`src/common/run_select_pkg.sv`:
```
/*
  Constants for the run and input function selector: register indices,
  reset values, function codes, status layout and timing.
  Assumes a 10 MHz system clock and a 32-bit classic Wishbone slave.
*/
package run_select_pkg;
  localparam int NUM_INPUTS = 7;
  localparam int CODE_W = 16;
  // Register indices; byte address is four times the index
  localparam logic [9:0] IDX_STOP_MODE = 10'h105;
  localparam logic [9:0] IDX_REV_LOCK = 10'h106;
  localparam logic [9:0] IDX_IN_ONE = 10'h132;
  localparam logic [9:0] IDX_IN_TWO = 10'h133;
  localparam logic [9:0] IDX_IN_THREE = 10'h134;
  localparam logic [9:0] IDX_IN_FOUR = 10'h135;
  localparam logic [9:0] IDX_IN_FIVE = 10'h136;
  localparam logic [9:0] IDX_IN_SIX = 10'h137;
  localparam logic [9:0] IDX_IN_SEVEN = 10'h138;
  localparam logic [9:0] IDX_STATUS = 10'h140;
  localparam logic [9:0] IDX_MASK = 10'h141;
  localparam logic [9:0] IDX_STATE = 10'h142;
  // Reset values
  localparam logic [15:0] RST_STOP_MODE = 16'h0000;
  localparam logic [15:0] RST_REV_LOCK = 16'h0000;
  localparam logic [15:0] RST_IN_FUNC [NUM_INPUTS] =
    '{16'h0001, 16'h0002, 16'h0003, 16'h0005, 16'h0006, 16'h0007, 16'h000A};
  // Function codes
  localparam logic [15:0] FN_THREE_WIRE = 16'h0000;
  localparam logic [15:0] FN_FWD = 16'h0001;
  localparam logic [15:0] FN_REV = 16'h0002;
  localparam logic [15:0] FN_FAULT_NO = 16'h0003;
  localparam logic [15:0] FN_FAULT_NC = 16'h0004;
  localparam logic [15:0] FN_RESET = 16'h0005;
  localparam logic [15:0] FN_STEP1 = 16'h0006;
  localparam logic [15:0] FN_INCH = 16'h000A;
  localparam logic [15:0] FN_RAMP2 = 16'h000B;
  localparam logic [15:0] FN_BLOCK_NO = 16'h000C;
  localparam logic [15:0] FN_BLOCK_NC = 16'h000D;
  localparam logic [15:0] FN_SEARCH_MAX = 16'h000E;
  localparam logic [15:0] FN_SEARCH_SET = 16'h000F;
  localparam logic [15:0] FN_LAST = 16'h0019;
  localparam logic [15:0] FN_OVERHEAT = 16'h001A;
  localparam logic [15:0] FN_UPDOWN = 16'h0022;
  localparam logic [15:0] FN_UPDOWN_ALT = 16'h0023;
  localparam int THREE_WIRE_INPUT = 2;
  localparam int UPDOWN_INPUT = 6;
  // Status and mask bit positions
  localparam int STATUS_W = 4;
  localparam int SB_FAULT = 0;
  localparam int SB_REFUSED = 1;
  localparam int SB_BLOCK = 2;
  localparam int SB_SEARCH = 3;
  // State register fields
  localparam int SR_DIR = 2;
  localparam int SR_FAULT = 3;
  localparam int SR_TERM_LSB = 4;
  localparam int SR_LOCKED = 7;
  // Block indication flash half period
  localparam int CLK_HZ = 10_000_000;
  localparam int FLASH_HALF_MS = 500;
  localparam int FLASH_CYCLES_DEF = FLASH_HALF_MS * (CLK_HZ / 1000);
  typedef enum logic [1:0] {DRV_IDLE, DRV_RUN, DRV_RAMP, DRV_COAST} drive_state_t;
endpackage

```
`src/common/input_func_if.sv`:
```
/*
  Decoded terminal functions passed from the terminal decoder to the
  selector core. Purely combinational, one clock domain.
*/
`timescale 1ns/100ps
interface input_func_if;
  logic fwd;
  logic rev;
  logic three_wire;
  logic three_run;
  logic three_stop_n;
  logic three_dir;
  logic fault_req;
  logic [2:0] fault_term;
  logic reset_req;
  logic [3:0] step;
  logic inch;
  logic ramp2;
  logic block;
  logic search_max;
  logic search_preset;
  logic overheat;
  modport src(output fwd, rev, three_wire, three_run, three_stop_n, three_dir,
    fault_req, fault_term, reset_req, step, inch, ramp2, block, search_max,
    search_preset, overheat);
  modport dst(input fwd, rev, three_wire, three_run, three_stop_n, three_dir,
    fault_req, fault_term, reset_req, step, inch, ramp2, block, search_max,
    search_preset, overheat);
endinterface

```
`src/logic/run_input_function_selector.sv`:
```
/*
  Run and input function selector: Wishbone register file, run/stop
  sequencing, fault latch, ramp and speed selection, block and search.
  Assumes terminals are synchronous to CLK and MOTOR_RUNNING comes from
  the speed core, high while the output frequency is not zero.
*/
`timescale 1ns/100ps
module run_input_function_selector
  import run_select_pkg::*;
#(
  parameter int FLASH_CYCLES = FLASH_CYCLES_DEF,
  parameter bit LARGE_RATING = 1'b0
) (
  // Clock and reset
  input wire logic CLK,
  input wire logic RST,
  // Wishbone slave
  input wire logic [11:0] WB_ADR_I,
  input wire logic [31:0] WB_DAT_I,
  input wire logic [3:0] WB_SEL_I,
  input wire logic WB_WE_I,
  input wire logic WB_CYC_I,
  input wire logic WB_STB_I,
  output logic [31:0] WB_DAT_O,
  output logic WB_ACK_O,
  output logic IRQ,
  // Terminals and speed core feedback
  input wire logic [NUM_INPUTS-1:0] TERM_IN,
  input wire logic MOTOR_RUNNING,
  // Drive commands
  output logic RUN_FWD,
  output logic RUN_REV,
  output logic DRIVE_ENABLE,
  output logic RAMP_STOP,
  output logic ACCEL_SECOND,
  output logic DECEL_SECOND,
  output logic [3:0] SPEED_STEP,
  output logic INCH_SELECT,
  output logic SEARCH_MAX,
  output logic SEARCH_PRESET,
  // Indications
  output logic FAULT,
  output logic [2:0] FAULT_TERM,
  output logic BLOCK_FLASH,
  output logic OVERHEAT_WARN
);
  localparam int FW = $clog2(FLASH_CYCLES + 1);

  input_func_if fo();
  logic [CODE_W-1:0] stop_mode_reg, stop_mode_next;
  logic [CODE_W-1:0] rev_lock_reg, rev_lock_next;
  logic [CODE_W-1:0] func_reg [NUM_INPUTS];
  logic [CODE_W-1:0] func_next [NUM_INPUTS];
  logic [STATUS_W-1:0] status_reg, status_next, mask_reg, mask_next, events;
  logic [31:0] rd_data;
  logic [15:0] cur_val, wr_val;
  logic [9:0] idx;
  logic req, wr, rd, refused, locked;
  drive_state_t state_reg, state_next;
  logic dir_reg, dir_next, three_run_reg, three_run_next;
  logic fault_next;
  logic [2:0] term_next;
  logic fwd_cmd, rev_cmd, run_any, halt;
  logic [FW-1:0] flash_cnt_reg, flash_cnt_next;
  logic flash_reg, flash_next;
  logic block_seen_reg;

  terminal_decoder #(.N(NUM_INPUTS)) u_dec (
    .level(TERM_IN),
    .code(func_reg),
    .fo(fo)
  );

  // Accepted code per terminal; input 3 alone takes three-wire
  function automatic logic code_ok(input int i, input logic [15:0] c);
    code_ok = (c >= FN_FWD && c <= FN_LAST)
      || (c == FN_THREE_WIRE && i == THREE_WIRE_INPUT)
      || (c == FN_OVERHEAT && LARGE_RATING)
      || (i == UPDOWN_INPUT && (c == FN_UPDOWN || c == FN_UPDOWN_ALT));
  endfunction

  // Bus decode; a request is served in the cycle before ack rises
  assign idx = WB_ADR_I[11:2];
  assign req = WB_CYC_I && WB_STB_I && !WB_ACK_O;
  assign wr = req && WB_WE_I;
  assign rd = req && !WB_WE_I;
  assign locked = MOTOR_RUNNING || (state_reg != DRV_IDLE);

  // Read mux; unmapped addresses read zero
  always_comb begin
    rd_data = 32'h0000_0000;
    if (idx == IDX_STOP_MODE) rd_data[15:0] = stop_mode_reg;
    if (idx == IDX_REV_LOCK) rd_data[15:0] = rev_lock_reg;
    for (int i = 0; i < NUM_INPUTS; i++) begin
      if (idx == IDX_IN_ONE + 10'(i)) rd_data[15:0] = func_reg[i];
    end
    if (idx == IDX_STATUS) rd_data[STATUS_W-1:0] = status_reg;
    if (idx == IDX_MASK) rd_data[STATUS_W-1:0] = mask_reg;
    if (idx == IDX_STATE) begin
      rd_data[1:0] = state_reg;
      rd_data[SR_DIR] = dir_reg;
      rd_data[SR_FAULT] = FAULT;
      rd_data[SR_TERM_LSB +: 3] = FAULT_TERM;
      rd_data[SR_LOCKED] = locked;
    end
  end

  // Byte lanes merge into the current value of the addressed setting
  assign cur_val = rd_data[15:0];
  assign wr_val = {WB_SEL_I[1] ? WB_DAT_I[15:8] : cur_val[15:8],
    WB_SEL_I[0] ? WB_DAT_I[7:0] : cur_val[7:0]};

  // Settings other than the mask: writes refused while running or with an illegal value
  always_comb begin
    stop_mode_next = stop_mode_reg;
    rev_lock_next = rev_lock_reg;
    mask_next = mask_reg;
    refused = 1'b0;
    for (int i = 0; i < NUM_INPUTS; i++) func_next[i] = func_reg[i];
    if (wr && idx == IDX_MASK && WB_SEL_I[0]) mask_next = wr_val[STATUS_W-1:0];
    if (wr && (idx == IDX_STOP_MODE || idx == IDX_REV_LOCK)) begin
      if (locked || wr_val > 16'h0001) refused = 1'b1;
      else if (idx == IDX_STOP_MODE) stop_mode_next = wr_val;
      else rev_lock_next = wr_val;
    end
    for (int i = 0; i < NUM_INPUTS; i++) begin
      if (wr && idx == IDX_IN_ONE + 10'(i)) begin
        if (locked || !code_ok(i, wr_val)) refused = 1'b1;
        else func_next[i] = wr_val;
      end
    end
  end

  always_ff @(posedge CLK or posedge RST) begin
    if (RST) begin
      stop_mode_reg <= RST_STOP_MODE;
      rev_lock_reg <= RST_REV_LOCK;
      mask_reg <= '0;
      for (int i = 0; i < NUM_INPUTS; i++) func_reg[i] <= RST_IN_FUNC[i];
    end else begin
      stop_mode_reg <= stop_mode_next;
      rev_lock_reg <= rev_lock_next;
      mask_reg <= mask_next;
      for (int i = 0; i < NUM_INPUTS; i++) func_reg[i] <= func_next[i];
    end
  end

  // Sticky events; an event in the clearing read still lands
  always_comb begin
    events = '0;
    events[SB_FAULT] = fault_next && !FAULT;
    events[SB_REFUSED] = refused;
    events[SB_BLOCK] = fo.block && !halt_block_seen();
    events[SB_SEARCH] = (fo.search_max && !SEARCH_MAX)
      || (fo.search_preset && !SEARCH_PRESET);
    status_next = status_reg;
    if (rd && idx == IDX_STATUS) status_next = '0;
    status_next = status_next | events;
  end

  function automatic logic halt_block_seen();
    halt_block_seen = block_seen_reg; // Block already present last cycle
  endfunction

  // Bus answer one cycle after the request; ack drops the cycle after
  always_ff @(posedge CLK or posedge RST) begin
    if (RST) begin
      status_reg <= '0;
      WB_ACK_O <= 1'b0;
      WB_DAT_O <= 32'h0000_0000;
      IRQ <= 1'b0;
    end else begin
      status_reg <= status_next;
      WB_ACK_O <= req;
      WB_DAT_O <= rd ? rd_data : 32'h0000_0000;
      IRQ <= |(status_next & mask_next);
    end
  end

  // Run commands; a held reverse is dropped under lockout
  always_comb begin
    three_run_next = fo.three_stop_n && (fo.three_run || three_run_reg);
    if (fo.three_wire) begin
      run_any = three_run_next;
      fwd_cmd = three_run_next && !fo.three_dir;
      rev_cmd = three_run_next && fo.three_dir && !rev_lock_reg[0];
    end else begin
      run_any = fo.fwd || fo.rev;
      fwd_cmd = fo.fwd && !fo.rev;
      rev_cmd = fo.rev && !fo.fwd && !rev_lock_reg[0];
    end
    halt = FAULT || fo.block;
  end

  // Fault latch: a reset clears it for one cycle even while a fault stands; reset refused under a run command
  always_comb begin
    fault_next = FAULT;
    term_next = FAULT_TERM;
    if (fo.reset_req && !run_any) fault_next = 1'b0;
    if (fo.fault_req && !FAULT) begin
      fault_next = 1'b1;
      term_next = fo.fault_term;
    end
  end

  // Drive sequence; coasting holds until the motor has stopped
  always_comb begin
    state_next = state_reg;
    dir_next = dir_reg;
    unique case (state_reg)
      DRV_IDLE: begin
        if (!halt && (fwd_cmd || rev_cmd)) begin
          state_next = DRV_RUN;
          dir_next = rev_cmd;
        end
      end
      DRV_RUN: begin
        if (halt) state_next = DRV_COAST;
        else if (!(dir_reg ? rev_cmd : fwd_cmd))
          state_next = stop_mode_reg[0] ? DRV_COAST : DRV_RAMP;
      end
      DRV_RAMP: begin
        if (halt) state_next = DRV_COAST;
        else if (!MOTOR_RUNNING) state_next = DRV_IDLE;
      end
      DRV_COAST: begin
        if (!halt && !MOTOR_RUNNING) state_next = DRV_IDLE;
      end
    endcase
  end

  // Flash divider for the block indication
  always_comb begin
    flash_cnt_next = flash_cnt_reg + FW'(1);
    flash_next = flash_reg;
    if (flash_cnt_reg == FW'(FLASH_CYCLES - 1)) begin
      flash_cnt_next = '0;
      flash_next = !flash_reg;
    end
  end

  // All command and indication outputs are registered
  always_ff @(posedge CLK or posedge RST) begin
    if (RST) begin
      state_reg <= DRV_IDLE;
      dir_reg <= 1'b0;
      three_run_reg <= 1'b0;
      flash_cnt_reg <= '0;
      flash_reg <= 1'b0;
      block_seen_reg <= 1'b0;
      FAULT <= 1'b0;
      FAULT_TERM <= 3'h0;
      RUN_FWD <= 1'b0;
      RUN_REV <= 1'b0;
      DRIVE_ENABLE <= 1'b1;
      RAMP_STOP <= 1'b0;
      ACCEL_SECOND <= 1'b0;
      DECEL_SECOND <= 1'b0;
      SPEED_STEP <= 4'h0;
      INCH_SELECT <= 1'b0;
      SEARCH_MAX <= 1'b0;
      SEARCH_PRESET <= 1'b0;
      BLOCK_FLASH <= 1'b0;
      OVERHEAT_WARN <= 1'b0;
    end else begin
      state_reg <= state_next;
      dir_reg <= dir_next;
      three_run_reg <= three_run_next;
      flash_cnt_reg <= flash_cnt_next;
      flash_reg <= flash_next;
      block_seen_reg <= fo.block;
      FAULT <= fault_next;
      FAULT_TERM <= term_next;
      RUN_FWD <= (state_next == DRV_RUN) && !dir_next;
      RUN_REV <= (state_next == DRV_RUN) && dir_next;
      // Block removes output even from idle, so a start cannot slip through
      DRIVE_ENABLE <= (state_next != DRV_COAST) && !fo.block;
      RAMP_STOP <= (state_next == DRV_RAMP);
      ACCEL_SECOND <= fo.ramp2;
      DECEL_SECOND <= fo.ramp2; // First decel unless code 11 selects
      SPEED_STEP <= fo.inch ? 4'h0 : fo.step;
      INCH_SELECT <= fo.inch;
      SEARCH_MAX <= fo.search_max;
      SEARCH_PRESET <= fo.search_preset;
      BLOCK_FLASH <= fo.block && flash_next;
      OVERHEAT_WARN <= fo.overheat;
    end
  end
endmodule

```
`src/logic/terminal_decoder.sv`:
```
/*
  Maps the seven terminal levels through their function codes onto the
  decoded function lines. Combinational; terminals are already synchronous.
*/
`timescale 1ns/100ps
module terminal_decoder
  import run_select_pkg::*;
#(
  parameter int N = NUM_INPUTS
) (
  // Terminal levels and their function codes
  input wire logic [N-1:0] level,
  input wire logic [CODE_W-1:0] code [N],
  // Decoded functions
  input_func_if.src fo
);
  logic tw;
  logic hit;

  // Each terminal contributes to the function its code names
  always_comb begin
    tw = (code[THREE_WIRE_INPUT] == FN_THREE_WIRE);
    hit = 1'b0;
    fo.fwd = 1'b0;
    fo.rev = 1'b0;
    fo.three_wire = tw;
    fo.three_run = level[0];
    fo.three_stop_n = level[1];
    fo.three_dir = level[THREE_WIRE_INPUT];
    fo.fault_req = 1'b0;
    fo.fault_term = 3'h0;
    fo.reset_req = 1'b0;
    fo.step = 4'h0; // Unassigned selector bits read as off
    fo.inch = 1'b0;
    fo.ramp2 = 1'b0;
    fo.block = 1'b0;
    fo.search_max = 1'b0;
    fo.search_preset = 1'b0;
    fo.overheat = 1'b0;
    for (int i = 0; i < N; i++) begin
      // Three-wire mode overrides the first three settings
      if (!(tw && i <= THREE_WIRE_INPUT)) begin
        unique case (code[i])
          FN_FWD: fo.fwd = fo.fwd | level[i];
          FN_REV: fo.rev = fo.rev | level[i];
          FN_FAULT_NO, FN_FAULT_NC: begin
            hit = (code[i] == FN_FAULT_NO) ? level[i] : !level[i];
            if (hit && !fo.fault_req) begin
              fo.fault_req = 1'b1;
              fo.fault_term = 3'(i + 1); // Lowest faulting terminal is reported
            end
          end
          FN_RESET: fo.reset_req = fo.reset_req | level[i];
          FN_STEP1, FN_STEP1 + 16'h0001, FN_STEP1 + 16'h0002, FN_STEP1 + 16'h0003:
            fo.step[2'(code[i] - FN_STEP1)] = fo.step[2'(code[i] - FN_STEP1)] | level[i];
          FN_INCH: fo.inch = fo.inch | level[i];
          FN_RAMP2: fo.ramp2 = fo.ramp2 | level[i];
          FN_BLOCK_NO: fo.block = fo.block | level[i];
          FN_BLOCK_NC: fo.block = fo.block | !level[i];
          FN_SEARCH_MAX: fo.search_max = fo.search_max | level[i];
          FN_SEARCH_SET: fo.search_preset = fo.search_preset | level[i];
          FN_OVERHEAT: fo.overheat = fo.overheat | level[i];
          default: ; // Codes handled elsewhere in the drive
        endcase
      end
    end
  end
endmodule

```
`config.mk`:
```
export PLATFORM = sky130hd
export DESIGN_NAME = run_input_function_selector
export DESIGN_NICKNAME = d
export VERILOG_FILES = /design/src/common/run_select_pkg.sv /design/src/common/input_func_if.sv /design/src/logic/run_input_function_selector.sv /design/src/logic/terminal_decoder.sv
export SDC_FILE = /design/constraint.sdc
export NUM_CORES = 1
export LEC_CHECK = 0
export ABC_CLOCK_PERIOD_IN_PS = 14000
export BUFFER_PORTS_ARGS = -buffer_cell sky130_fd_sc_hd__buf_2
export CAP_MARGIN = 30
export CORE_ASPECT_RATIO = 1.25
export CORE_UTILIZATION = 61
export CTS_CLUSTER_DIAMETER = 80
export CTS_CLUSTER_SIZE = 30
export DETAILED_ROUTE_END_ITERATION = 8
export PLACE_DENSITY = 0.82
export SETUP_SLACK_MARGIN = 0.5
export SYNTH_ARGS = -nofsm -noshare
export SYNTH_HDL_FRONTEND = slang
export SYNTH_SLANG_ARGS = --single-unit
export TNS_END_PERCENT = 50
```
`constraint.sdc`:
```
create_clock -name CLK -period 14 [get_ports CLK]
set_input_delay 2.8 -clock CLK [delete_from_list [all_inputs] [get_ports CLK]]
set_output_delay 2.8 -clock CLK [all_outputs]
set_load 0.05 [all_outputs]
```
### Yosys cells after proc, flatten, opt, wreduce, memory -nomap -nowiden

Index checks and enable logic that the tools add are counted.

| word-level totals | value |
|---|---|
| memory bits (writable) | 0 |
| ROM bits | 0 |
| flip-flop bits (word level) | 217 |
| latch bits | 0 |
| input bits | 61 |
| output and inout bits | 53 |
| memories kept | 0 |

| operators by class | value |
|---|---|
| $lt $le $gt $ge | 17 |
| bitwise gates (word level) | 75 |
| reduce and logical (&&, ||, !) cells | 121 |
| eq/ne operators | 133 |
| add/sub/neg operators | 8 |
| shift operators | 0 |
| div/mod/pow operators | 0 |
| mux-type cells | 227 |
| multiply operators | 0 |

Operators with widths:

| operator | number |
|---|---|
| equality test 16 x 4 -> 1 bit, second input constant | 56 |
| equality test 16 x 3 -> 1 bit, second input constant | 28 |
| equality test 16 x 2 -> 1 bit, second input constant | 14 |
| 2-to-1 mux 16 bit | 10 |
| 2-to-1 mux 1 bit | 148 |
| equality test 10 x 9 -> 1 bit, second input constant | 12 |
| equality test 16 x 1 -> 1 bit, second input constant | 7 |
| equality test 16 x 5 -> 1 bit, second input constant | 7 |
| bitwise OR 1 bit | 67 |
| 2-to-1 mux 4 bit | 15 |
| logical AND 1 bit | 48 |
| 2-to-1 mux 3 bit | 16 |
| equality test 16 x 6 -> 1 bit, second input constant | 2 |
| zero test 16 bit | 2 |
| OR reduction 4 bit | 8 |
| zero test 1 bit | 31 |
| bitwise mux 4 bit | 6 |
| 2-to-1 mux 8 bit | 3 |
| adder 23 x 1 -> 23 bit, second input constant | 1 |
| equality test 23 bit, second input constant | 1 |
| 2-to-1 mux 23 bit | 1 |
| less-than comparator 2 x 3 -> 1 bit, second input constant | 7 |
| greater-or-equal comparator 16 x 1 -> 1 bit, second input constant | 1 |
| > comparator 16 x 1 -> 1 bit, second input constant | 1 |
| 20 further kinds | 89 |

### Depth between registers and ports, before layout

Gate-level depths: netlist (run 1).

| logic depth | value |
|---|---|
| depth in word-level cells | 41 |
| mapped depth | 16 |
| depth with buffers taken out | 10 |

### By module

Synthesis (run 1) repeated with hierarchy kept, for this count alone.

| second synthesis, totals | value |
|---|---|
| cells, all modules | 1347 |
| area total of the unflattened synthesis | 12537.0 µm² |

Modules (own cells, without submodules):

| module | times used | cells each | area each (µm²) | seq. area each (µm²) |
|---|---|---|---|---|
| run_input_function_selector | 1 | 999 | 10455.0 | 5447.7 |
| terminal_decoder | 1 | 348 | 2082.0 | 0.0 |

### Worst setup path before layout (run 1)

OpenSTA, ideal clock, no wires.

| timing path | value |
|---|---|
| path kind | input to register |
| start point | input port WB_ADR_I[2] |
| end point | register func_reg[49] (netlist bit) |
| buffers on the path | 5 |
| stages | 14 |
| data arrival time | 5.826 ns |
| data required time | 13.872 ns |
| setup slack | 8.046 ns |
| library setup time | 0.128 ns |
| path through | buf_2 -> buf_2 -> buf_2 -> buf_1 -> mux2i_1 -> nand2_1 -> a21oi_1 -> o22ai_1 -> o21ai_0 -> nand4_4 -> nor3_4 -> and3_1 -> buf_4 -> mux2_1 |

| on the way | value |
|---|---|
| word-level cells in the longest chain between the ends | 20 |

RTL lines:

| item | line | source |
|---|---|---|
| from (decl) | run_input_function_selector.sv:18 | `input wire logic [11:0] WB_ADR_I,` |
| equality test 10 x 9 -> 1 bit | run_input_function_selector.sv:92 | `if (idx == IDX_STOP_MODE) rd_data[15:0] = stop_mode_reg;` |
| 2-to-1 mux 16 bit | run_input_function_selector.sv:92 |  |
| 2-to-1 mux 16 bit | run_input_function_selector.sv:93 | `if (idx == IDX_REV_LOCK) rd_data[15:0] = rev_lock_reg;` |
| 2-to-1 mux 16 bit (7 in a row) | run_input_function_selector.sv:95 | `if (idx == IDX_IN_ONE + 10'(i)) rd_data[15:0] = func_reg[i];` |
| 2-to-1 mux 4 bit | run_input_function_selector.sv:97 | `if (idx == IDX_STATUS) rd_data[STATUS_W-1:0] = status_reg;` |
| 2-to-1 mux 4 bit | run_input_function_selector.sv:98 | `if (idx == IDX_MASK) rd_data[STATUS_W-1:0] = mask_reg;` |
| 2-to-1 mux 8 bit | run_input_function_selector.sv:99 | `if (idx == IDX_STATE) begin` |
| 2-to-1 mux 8 bit | run_input_function_selector.sv:111 | `WB_SEL_I[0] ? WB_DAT_I[7:0] : cur_val[7:0]};` |
| greater-or-equal comparator 16 x 1 -> 1 bit / <= comparator 16 x 5 -> 1 bit (equally long branches) | run_input_function_selector.sv:76 | `code_ok = (c >= FN_FWD && c <= FN_LAST)` |
| logical AND 1 bit | run_input_function_selector.sv:76 |  |
| zero test 1 bit | run_input_function_selector.sv:128 | `if (locked \|\| !code_ok(i, wr_val)) refused = 1'b1;` |
| logical OR 1 bit | run_input_function_selector.sv:128 |  |
| NOT 1 bit (no line) | -- |  |
| AND reduction 2 bit (no line) | -- |  |
| to (decl) | run_input_function_selector.sv:52 | `logic [CODE_W-1:0] func_reg [NUM_INPUTS];` |

Several ways; a longest one is shown, not always the timed one.
A chain may end at the register's enable or synchronous reset.

### Final worst setup path (run 1)

| timing path | value |
|---|---|
| start point | input port WB_ADR_I[4] |
| end point | register func_reg[52] (netlist bit) |

Same word-level chain as after synthesis.

==> flow_summary.yaml, run 1 <==
flow_run:
  maxCapViolCount: 0
layout:
  area_added_between_synthesis_and_finish_pct: 6.53
  largest_register_ff_count: 112
  antenna_cells_inserted: 0
  final_net_count: 1355
  post_route_cells_drive_above_1_share_pct: 14.5
die:
  num_rows: 57
  floorplan.die.width_um: 128
  io-pin-count: 114
  core_area_um2: 19500
  dieArea_um2: 20500
  initial_core_util_pct: 62.4
  die_h_um: 160
place:
  place.gp.congestion: 0.985
  numPortBuffers: 77
  dp_hpwl_um: 26900
timing:
  setup_violations: 0
  setup-tns-final_ps: 0
  hold_violations: 0
  fin_max_slew_vios: 0
  rsz0062_at_grt: "false"
  worst_pin_slew_ps: 988
  maxClockFrequency_ghz: 0.136
  clock_skew_ps: 31.9
  slew_headroom_pct: 33.6
  min_period_over_period_pct: 52.5
  period_needed_ps: 7340
yosys:
  post_synth_num_cell_types: 92
  synth_largest_type_area_fraction_pct: 41.8
  synth.largest_area_cell: "dfrtp_1"
  synth_warnings: 0
  async_set_reset_flop_share_out_of_synthesis_pct: 100
  synth.top_cells.by_count: "dfrtp_1 (203), nor2_1 (103), nand2_1 (87)"
  synth.area.top_cells: "dfrtp_1 (42%), nor2b_1 (4.2%), mux2_2 (3.5%)"
  muxShareOfSynthArea_pct: 6.00
  post-synth-top-count-cell: "dfrtp_1"
  synth.ff_latch_count: 217
  synthesis.area_per_instance_um2: 9.54
  synth_area_in_compound_gates_pct: 14.8
  synth_xor_xnor_area_share_pct: 2.09
  ys_dominant_reg_cell: "dfrtp_1"
  post_synth_inst_count: 1274
  synth-adder-area-share_pct: 0.103
  fraction_of_the_yosys_area_taken_by_sequential_cells_pct: 44.8
  synth.cell_area_um2: 12200
  synth_enable_flop_cells: 0
  synth_top_family_by_area: "simple AND/OR/NAND/NOR gates"
  post_synth_and_or_nand_nor_area_fraction_pct: 27.1
grt:
  initial_antenna_violation_count: 0
  grt_pass1_vias: 10300
  grt_remaining_overflow: 0
  grt_start_max_net_pins: 83
  track_usage_pct: 37.5
  first_pass_grt_wire_length_um: 58300
clocking:
  post_cts_buffers: 0
  cts_hold_buf: 0
  clk_slew_on_worst_s_h_paths_ps: 100
  cts_buffers: 12
  clk_root_buffer_cell: "clkbuf_16"
  tritoncts: "built"
  clock_latency_ps: 500
  cts.sinks: 217
  cts-htree-levels: 1
  post_cts_resized: 0
  clock_tree.buffer_depth: 3
worst_setup_path:
  worstSetupPathType: "in2reg"
  endpoint_kind: "register"
  crit_required_ps: 14380
  critPathMaxFanout: 27
  cp_data_arrival_time_ps: 7720
  setup_crit_start_kind: "input pin"
power:
  cellPowerDensity_nw_per_um2: 87.1
  vdd_ir_drop_max_mv: 0.131
  power.total_w: 0.00113
  static_leak_nw: 5.84
routing:
  detail_route.first_pass.iterations: 6
  number_of_design_rule_violations_left_after_detail_routing: 0
  number_of_design_rule_violations_left_by_the_first_detailed_router_iteration: 1364
  drt.antenna.violating_nets: 0
  finalWirelength_um: 36900
  routed-via-count: 10500
  drt-vias-per-instance: 6.73
  wire_per_inst_um: 23.6
run_status:
  run_status: "completed"
min_path:
  path_type_of_the_worst_min_delay_path: "reg2reg"
power by group:
group / leakage [nW] / internal (W) / switching, W
combinational: 2.73 / 0.0000218 / 0.0000702
sequential: 2.92 / 0.000630 / 0.00000326
clock: 0.186 / 0.000179 / 0.000224
placed cells by master (no fill, tap or decap), types with 14 or more instances in the layout:
cell,instances
o22ai_1,14
mux2_2,38
nand2b_1,20
and3_1,15
conb_1,16
or3_1,15
a31oi_1,19
a21oi_1,36
o21ai_0,41
a22oi_1,18
nand2_1,87
nor4_1,25
nor2b_1,82
nand3_1,42
nor3_1,57
nor2_1,103
and2_1,37
dfstp_2,14
dfrtp_1,203
xnor2_1,20
inv_1,32
buf_2,77
path summary, 6_finish.rpt:
kind | from | slack (ps) | to | cells after the start
setup / recovery | WB_ADR_I[4] | 6660 | func_reg[52]$_DFFE_PP0P_ | 11
hold / removal | block_seen_reg$_DFF_PP0_ | 480 | status_reg[2]$_DFF_PP0_ | 1
setup reg to reg | func_reg[66]$_DFFE_PP0P_ | 9570 | func_reg[52]$_DFFE_PP0P_ | 10
hold reg to reg | block_seen_reg$_DFF_PP0_ | 480 | status_reg[2]$_DFF_PP0_ | 1
max in group asynchronous | RST | 10530 | flash_cnt_reg[16]$_DFF_PP0_ | 3
min in group asynchronous | RST | 2340 | stop_mode_reg[14]$_DFFE_PP0P_ | 2
area by class of cell:
type,instances,area [um^2]
Clock buffer,13,325
Clock inverter,5,61.3
Fill cell,1630,6520
Inverter,34,135
Multi-Input combinational cell,941,6170
Sequential cell,217,5450
Tap cell,265,332
Timing Repair Buffer,87,480
per-stage QoR:
step / area [um^2] / hold slack (ps) / util (%) / setup WS (ps) / cells
global route: 12900 / 509 / 66.5 / 6610 / 1562
detailed placement: 12600 / 466 / 64.5 / 6440 / 1544
finish: 12900 / 477 / 66.5 / 6660 / 1562
floorplan: 12200 / 431 / - / 5290 / 1289
CTS: 12900 / 482 / 66.5 / 6940 / 1562
global placement: 12500 / 449 / 64.4 / 6500 / 1543
routing by layer:
metal	share of wire, %	GRT usage (%)
met5	0	0
met3	8.3	5.76
met1	38	49.1
met4	7.3	23.0
met2	46	58.5
worst max-delay path, cell delays in order:
cell       delay [ps]
buf_2             420
nand4bb_1         740
nor2_1            850
a221oi_1          290
o211ai_1          380
a31o_2            410
or3_1             170
mux2i_2           100
nor3_4            400
and3_1            730
mux2_1            390
kinds of logic (layout without fill, tap and decap cells):
kind of cell | after synthesis | count (layout)
muxes | 64 | 64
xor gates and xnor gates | 29 | 29
and+or+nand+nor | 578 | 578
DFF | 217 | 217
AOI/OAI and AO/OA | 253 | 253
buffers and inverters | 131 | 139
adders and majority gates | 1 | 1
other | 1 | 16
Note: power is estimated with default switching activity, not from simulation.
==> run 2, diff against run 1 <==
--- a/config.mk
+++ b/config.mk
@@ -5,15 +5,16 @@
 export SDC_FILE = /design/constraint.sdc
 export NUM_CORES = 1
 export LEC_CHECK = 0
-export ABC_CLOCK_PERIOD_IN_PS = 14000
+export ABC_AREA = 1
+export ABC_CLOCK_PERIOD_IN_PS = 6500
 export BUFFER_PORTS_ARGS = -buffer_cell sky130_fd_sc_hd__buf_2
 export CAP_MARGIN = 30
 export CORE_ASPECT_RATIO = 1.25
-export CORE_UTILIZATION = 61
+export CORE_UTILIZATION = 55
 export CTS_CLUSTER_DIAMETER = 80
 export CTS_CLUSTER_SIZE = 30
 export DETAILED_ROUTE_END_ITERATION = 8
-export PLACE_DENSITY = 0.82
+export PLACE_DENSITY = 0.78
 export SETUP_SLACK_MARGIN = 0.5
 export SYNTH_ARGS = -nofsm -noshare
 export SYNTH_HDL_FRONTEND = slang
==> constraint.sdc (replaced) <==
create_clock -name CLK -period 6.5 [get_ports CLK]
set_input_delay 1.3 -clock CLK [delete_from_list [all_inputs] [get_ports CLK]]
set_output_delay 1.3 -clock CLK [all_outputs]
set_load 0.05 [all_outputs]
==> flow_summary.yaml, run 2 <==
clocking:
  clock_tree.buffer_depth: 3
  post_cts_resized: 0
  clk_slew_on_worst_s_h_paths_ps: 100
  cts.sinks: 217
  clk_root_buffer_cell: "clkbuf_16"
  cts_hold_buf: 0
  cts_buffers: 12
  post_cts_buffers: 0
  clock_latency_ps: 500
  cts-htree-levels: 1
  tritoncts: "built"
yosys:
  post-synth-top-count-cell: "inv_1"
  synth_largest_type_area_fraction_pct: 40.6
  post_synth_num_cell_types: 62
  synth.area.top_cells: "dfrtp_1 (41%), inv_1 (9.9%), nor2_1 (9.2%)"
  fraction_of_the_yosys_area_taken_by_sequential_cells_pct: 43.6
  synth.top_cells.by_count: "inv_1 (329), nor2_1 (306), nand2_1 (262)"
  post_synth_inst_count: 1704
  ys_dominant_reg_cell: "dfrtp_1"
  synth.ff_latch_count: 217
  synth_warnings: 0
  synth.largest_area_cell: "dfrtp_1"
  synth_enable_flop_cells: 0
  async_set_reset_flop_share_out_of_synthesis_pct: 100
  synthesis.area_per_instance_um2: 7.34
  synth.cell_area_um2: 12500
layout:
  final_net_count: 1844
  antenna_cells_inserted: 0
  final_util_pct: 61.0
  area_added_between_synthesis_and_finish_pct: 8.77
  design_area_um2: 13600
  layout_commonest_cell: "inv_1"
  largest_register_ff_count: 112
  post_route_cells_drive_above_1_share_pct: 10.7
  final_cell_mix: "inv_1 (328), nor2_1 (306), nand2_1 (262)"
routing:
  number_of_design_rule_violations_left_by_the_first_detailed_router_iteration: 936
  number_of_design_rule_violations_left_after_detail_routing: 0
  top_signal_layer_used: "met4"
  routed-via-count: 11700
  routed_length_on_met2_um: 17400
  met1_length_um: 14500
  detail_route.first_pass.iterations: 6
  wl_met3_um: 1850
  wire_per_inst_um: 17.0
  drt.antenna.violating_nets: 0
  finalWirelength_um: 35200
  drt-vias-per-instance: 5.66
place:
  post_placement_worst_setup_slack_ps: 724
  dpl-instance-area_um2: 13200
  place.gp.congestion: 0.967
  dp_hpwl_um: 27700
  numPortBuffers: 77
power:
  vdd_ir_drop_max_mv: 0.271
  total_switching_power_w: 0.000572
  static_leak_nw: 6.98
  combinationalPowerShare_pct: 5.2
  power_frac_seq_pct: 57.8
  power.total_w: 0.00234
  switching_share_pct: 24.5
  cellPowerDensity_nw_per_um2: 172
  power_frac_clock_pct: 37.0
  p_int_w: 0.00177
run_status:
  run_status: "completed"
timing:
  setup-tns-final_ps: 0
  min_period_over_period_pct: 82.1
  rsz0062_at_grt: "false"
  worst_pin_slew_ps: 992
  fin_max_slew_vios: 0
  clock_skew_ps: 27.8
  setup_violations: 0
  setup_slack_ps: 1160
  period_needed_ps: 5340
  maxClockFrequency_ghz: 0.187
  hold_violations: 0
  slew_headroom_pct: 33.3
grt:
  grt_pass1_vias: 11200
  first_pass_grt_wire_length_um: 56200
  grt_start_max_net_pins: 99
  initial_antenna_violation_count: 0
  grt_remaining_overflow: 0
  track_usage_pct: 31.2
die:
  dieArea_um2: 23300
  core_area_um2: 22300
  die_h_um: 171
  initial_core_util_pct: 56.1
  num_rows: 61
  io-pin-count: 114
  floorplan.die.width_um: 137
worst_setup_path:
  endpoint_kind: "register"
  critical-path-max-stage-delay_ps: 450
  worstSetupPathType: "in2reg"
  worst_path_max_delay_cell: "nand2_1"
  setup_crit_start_kind: "input pin"
  critPathMaxFanout: 14
  crit_path_cell_trace: "buf_2 -> nor2_1 -> nand3_1 -> nor2_1 -> nand2_1 -> inv_1 -> a21oi_1 -> o21ai_0 -> a21oi_1 -> o21ai_0 -> a21oi_1 -> o21ai_0 -> a21oi_1 -> or2_2 -> o21ai_0 -> buf_4 -> nor3_2 -> nand2_1 -> nand3_1 -> inv_2 -> nand2_1 -> inv_1 -> nor2_1"
  cp_data_arrival_time_ps: 5750
  crit_required_ps: 6910
min_path:
  path_type_of_the_worst_min_delay_path: "reg2reg"
flow_run:
  maxCapViolCount: 0
## run 2: changes by cell type after synthesis, moves of 24 or more
cell | previous run | this run
inv_1 | 33 | 329
nand2_1 | 87 | 262
clkbuf_1 | 47 | 11
nand3_1 | 42 | 101
nor2b_1 | 82 | 0
o221ai_1 | 2 | 26
mux2_2 | 38 | 1
o21ai_0 | 41 | 88
and2_1 | 37 | 2
nor2_1 | 103 | 306
## run 2: stage by stage
step	instances	hold WS (ps)
after CTS	2071	463
final	2071	463
after detailed placement	2051	447
after global routing	2071	497
after global placement	2051	446
after floorplan	1719	431
## run 2: cell families after synthesis
logic type,Yosys count,share of synthesized area [%]
xor gates and xnor gates,12,0.841
adders and majority gates,1,0.100
buffers and inverters,389,12.4
muxes,5,0.410
and+or+nand+nor,814,29.1
other,1,0.0300
DFF,217,43.6
AOI/OAI and AO/OA,265,13.6
## run 2: layout make-up
type | instances | area (um^2)
fill | 2095 | 8690
clock inverter | 5 | 68.8
clock buffer | 15 | 333
sequential | 217 | 5450
inverter | 343 | 1290
timing repair buffer | 95 | 546
tap | 283 | 354
multi-input combinational | 1113 | 5560
## run 2: power by group through the flow
stage	clock network [W]	registers (W)	logic, W
floorplan	0	0.00138	0.0000855
global placement	0	0.00138	0.000121
global route	0.000924	0.00135	0.000135
finish	0.000864	0.00135	0.000122
detailed placement	0	0.00138	0.000122
CTS	0.000884	0.00135	0.000122
## run 2: path summary, 6_finish.rpt
kind,slack [ps],startpoint,cells past startpoint,endpoint
max in group asynchronous,4530,RST,3,func_reg[31]$_DFFE_PP0P_
worst max-delay path,1160,WB_ADR_I[9],23,func_reg[61]$_DFFE_PP0P_
worst min register to register,460,flash_reg$_DFF_PP0_,1,flash_reg$_DFF_PP0_
worst max register to register,2250,func_reg[76]$_DFFE_PP0P_,30,SPEED_STEP[0]$_DFF_PP0_
min in group asynchronous,970,RST,2,stop_mode_reg[2]$_DFFE_PP0P_
worst min-delay path,460,flash_reg$_DFF_PP0_,1,flash_reg$_DFF_PP0_
## run 2: critical path: cells and delay by family
kind / cells / cell delay (ps)
buf+inv: 5 / 890
simple gates: 10 / 2090
compound gates: 8 / 1440
## run 2: layer usage
metal	track usage, %	vias up
met3	2.70	89
met1	39.7	5592
met5	0	-
met2	54.2	396
met4	13.1	0
li1	-	5638
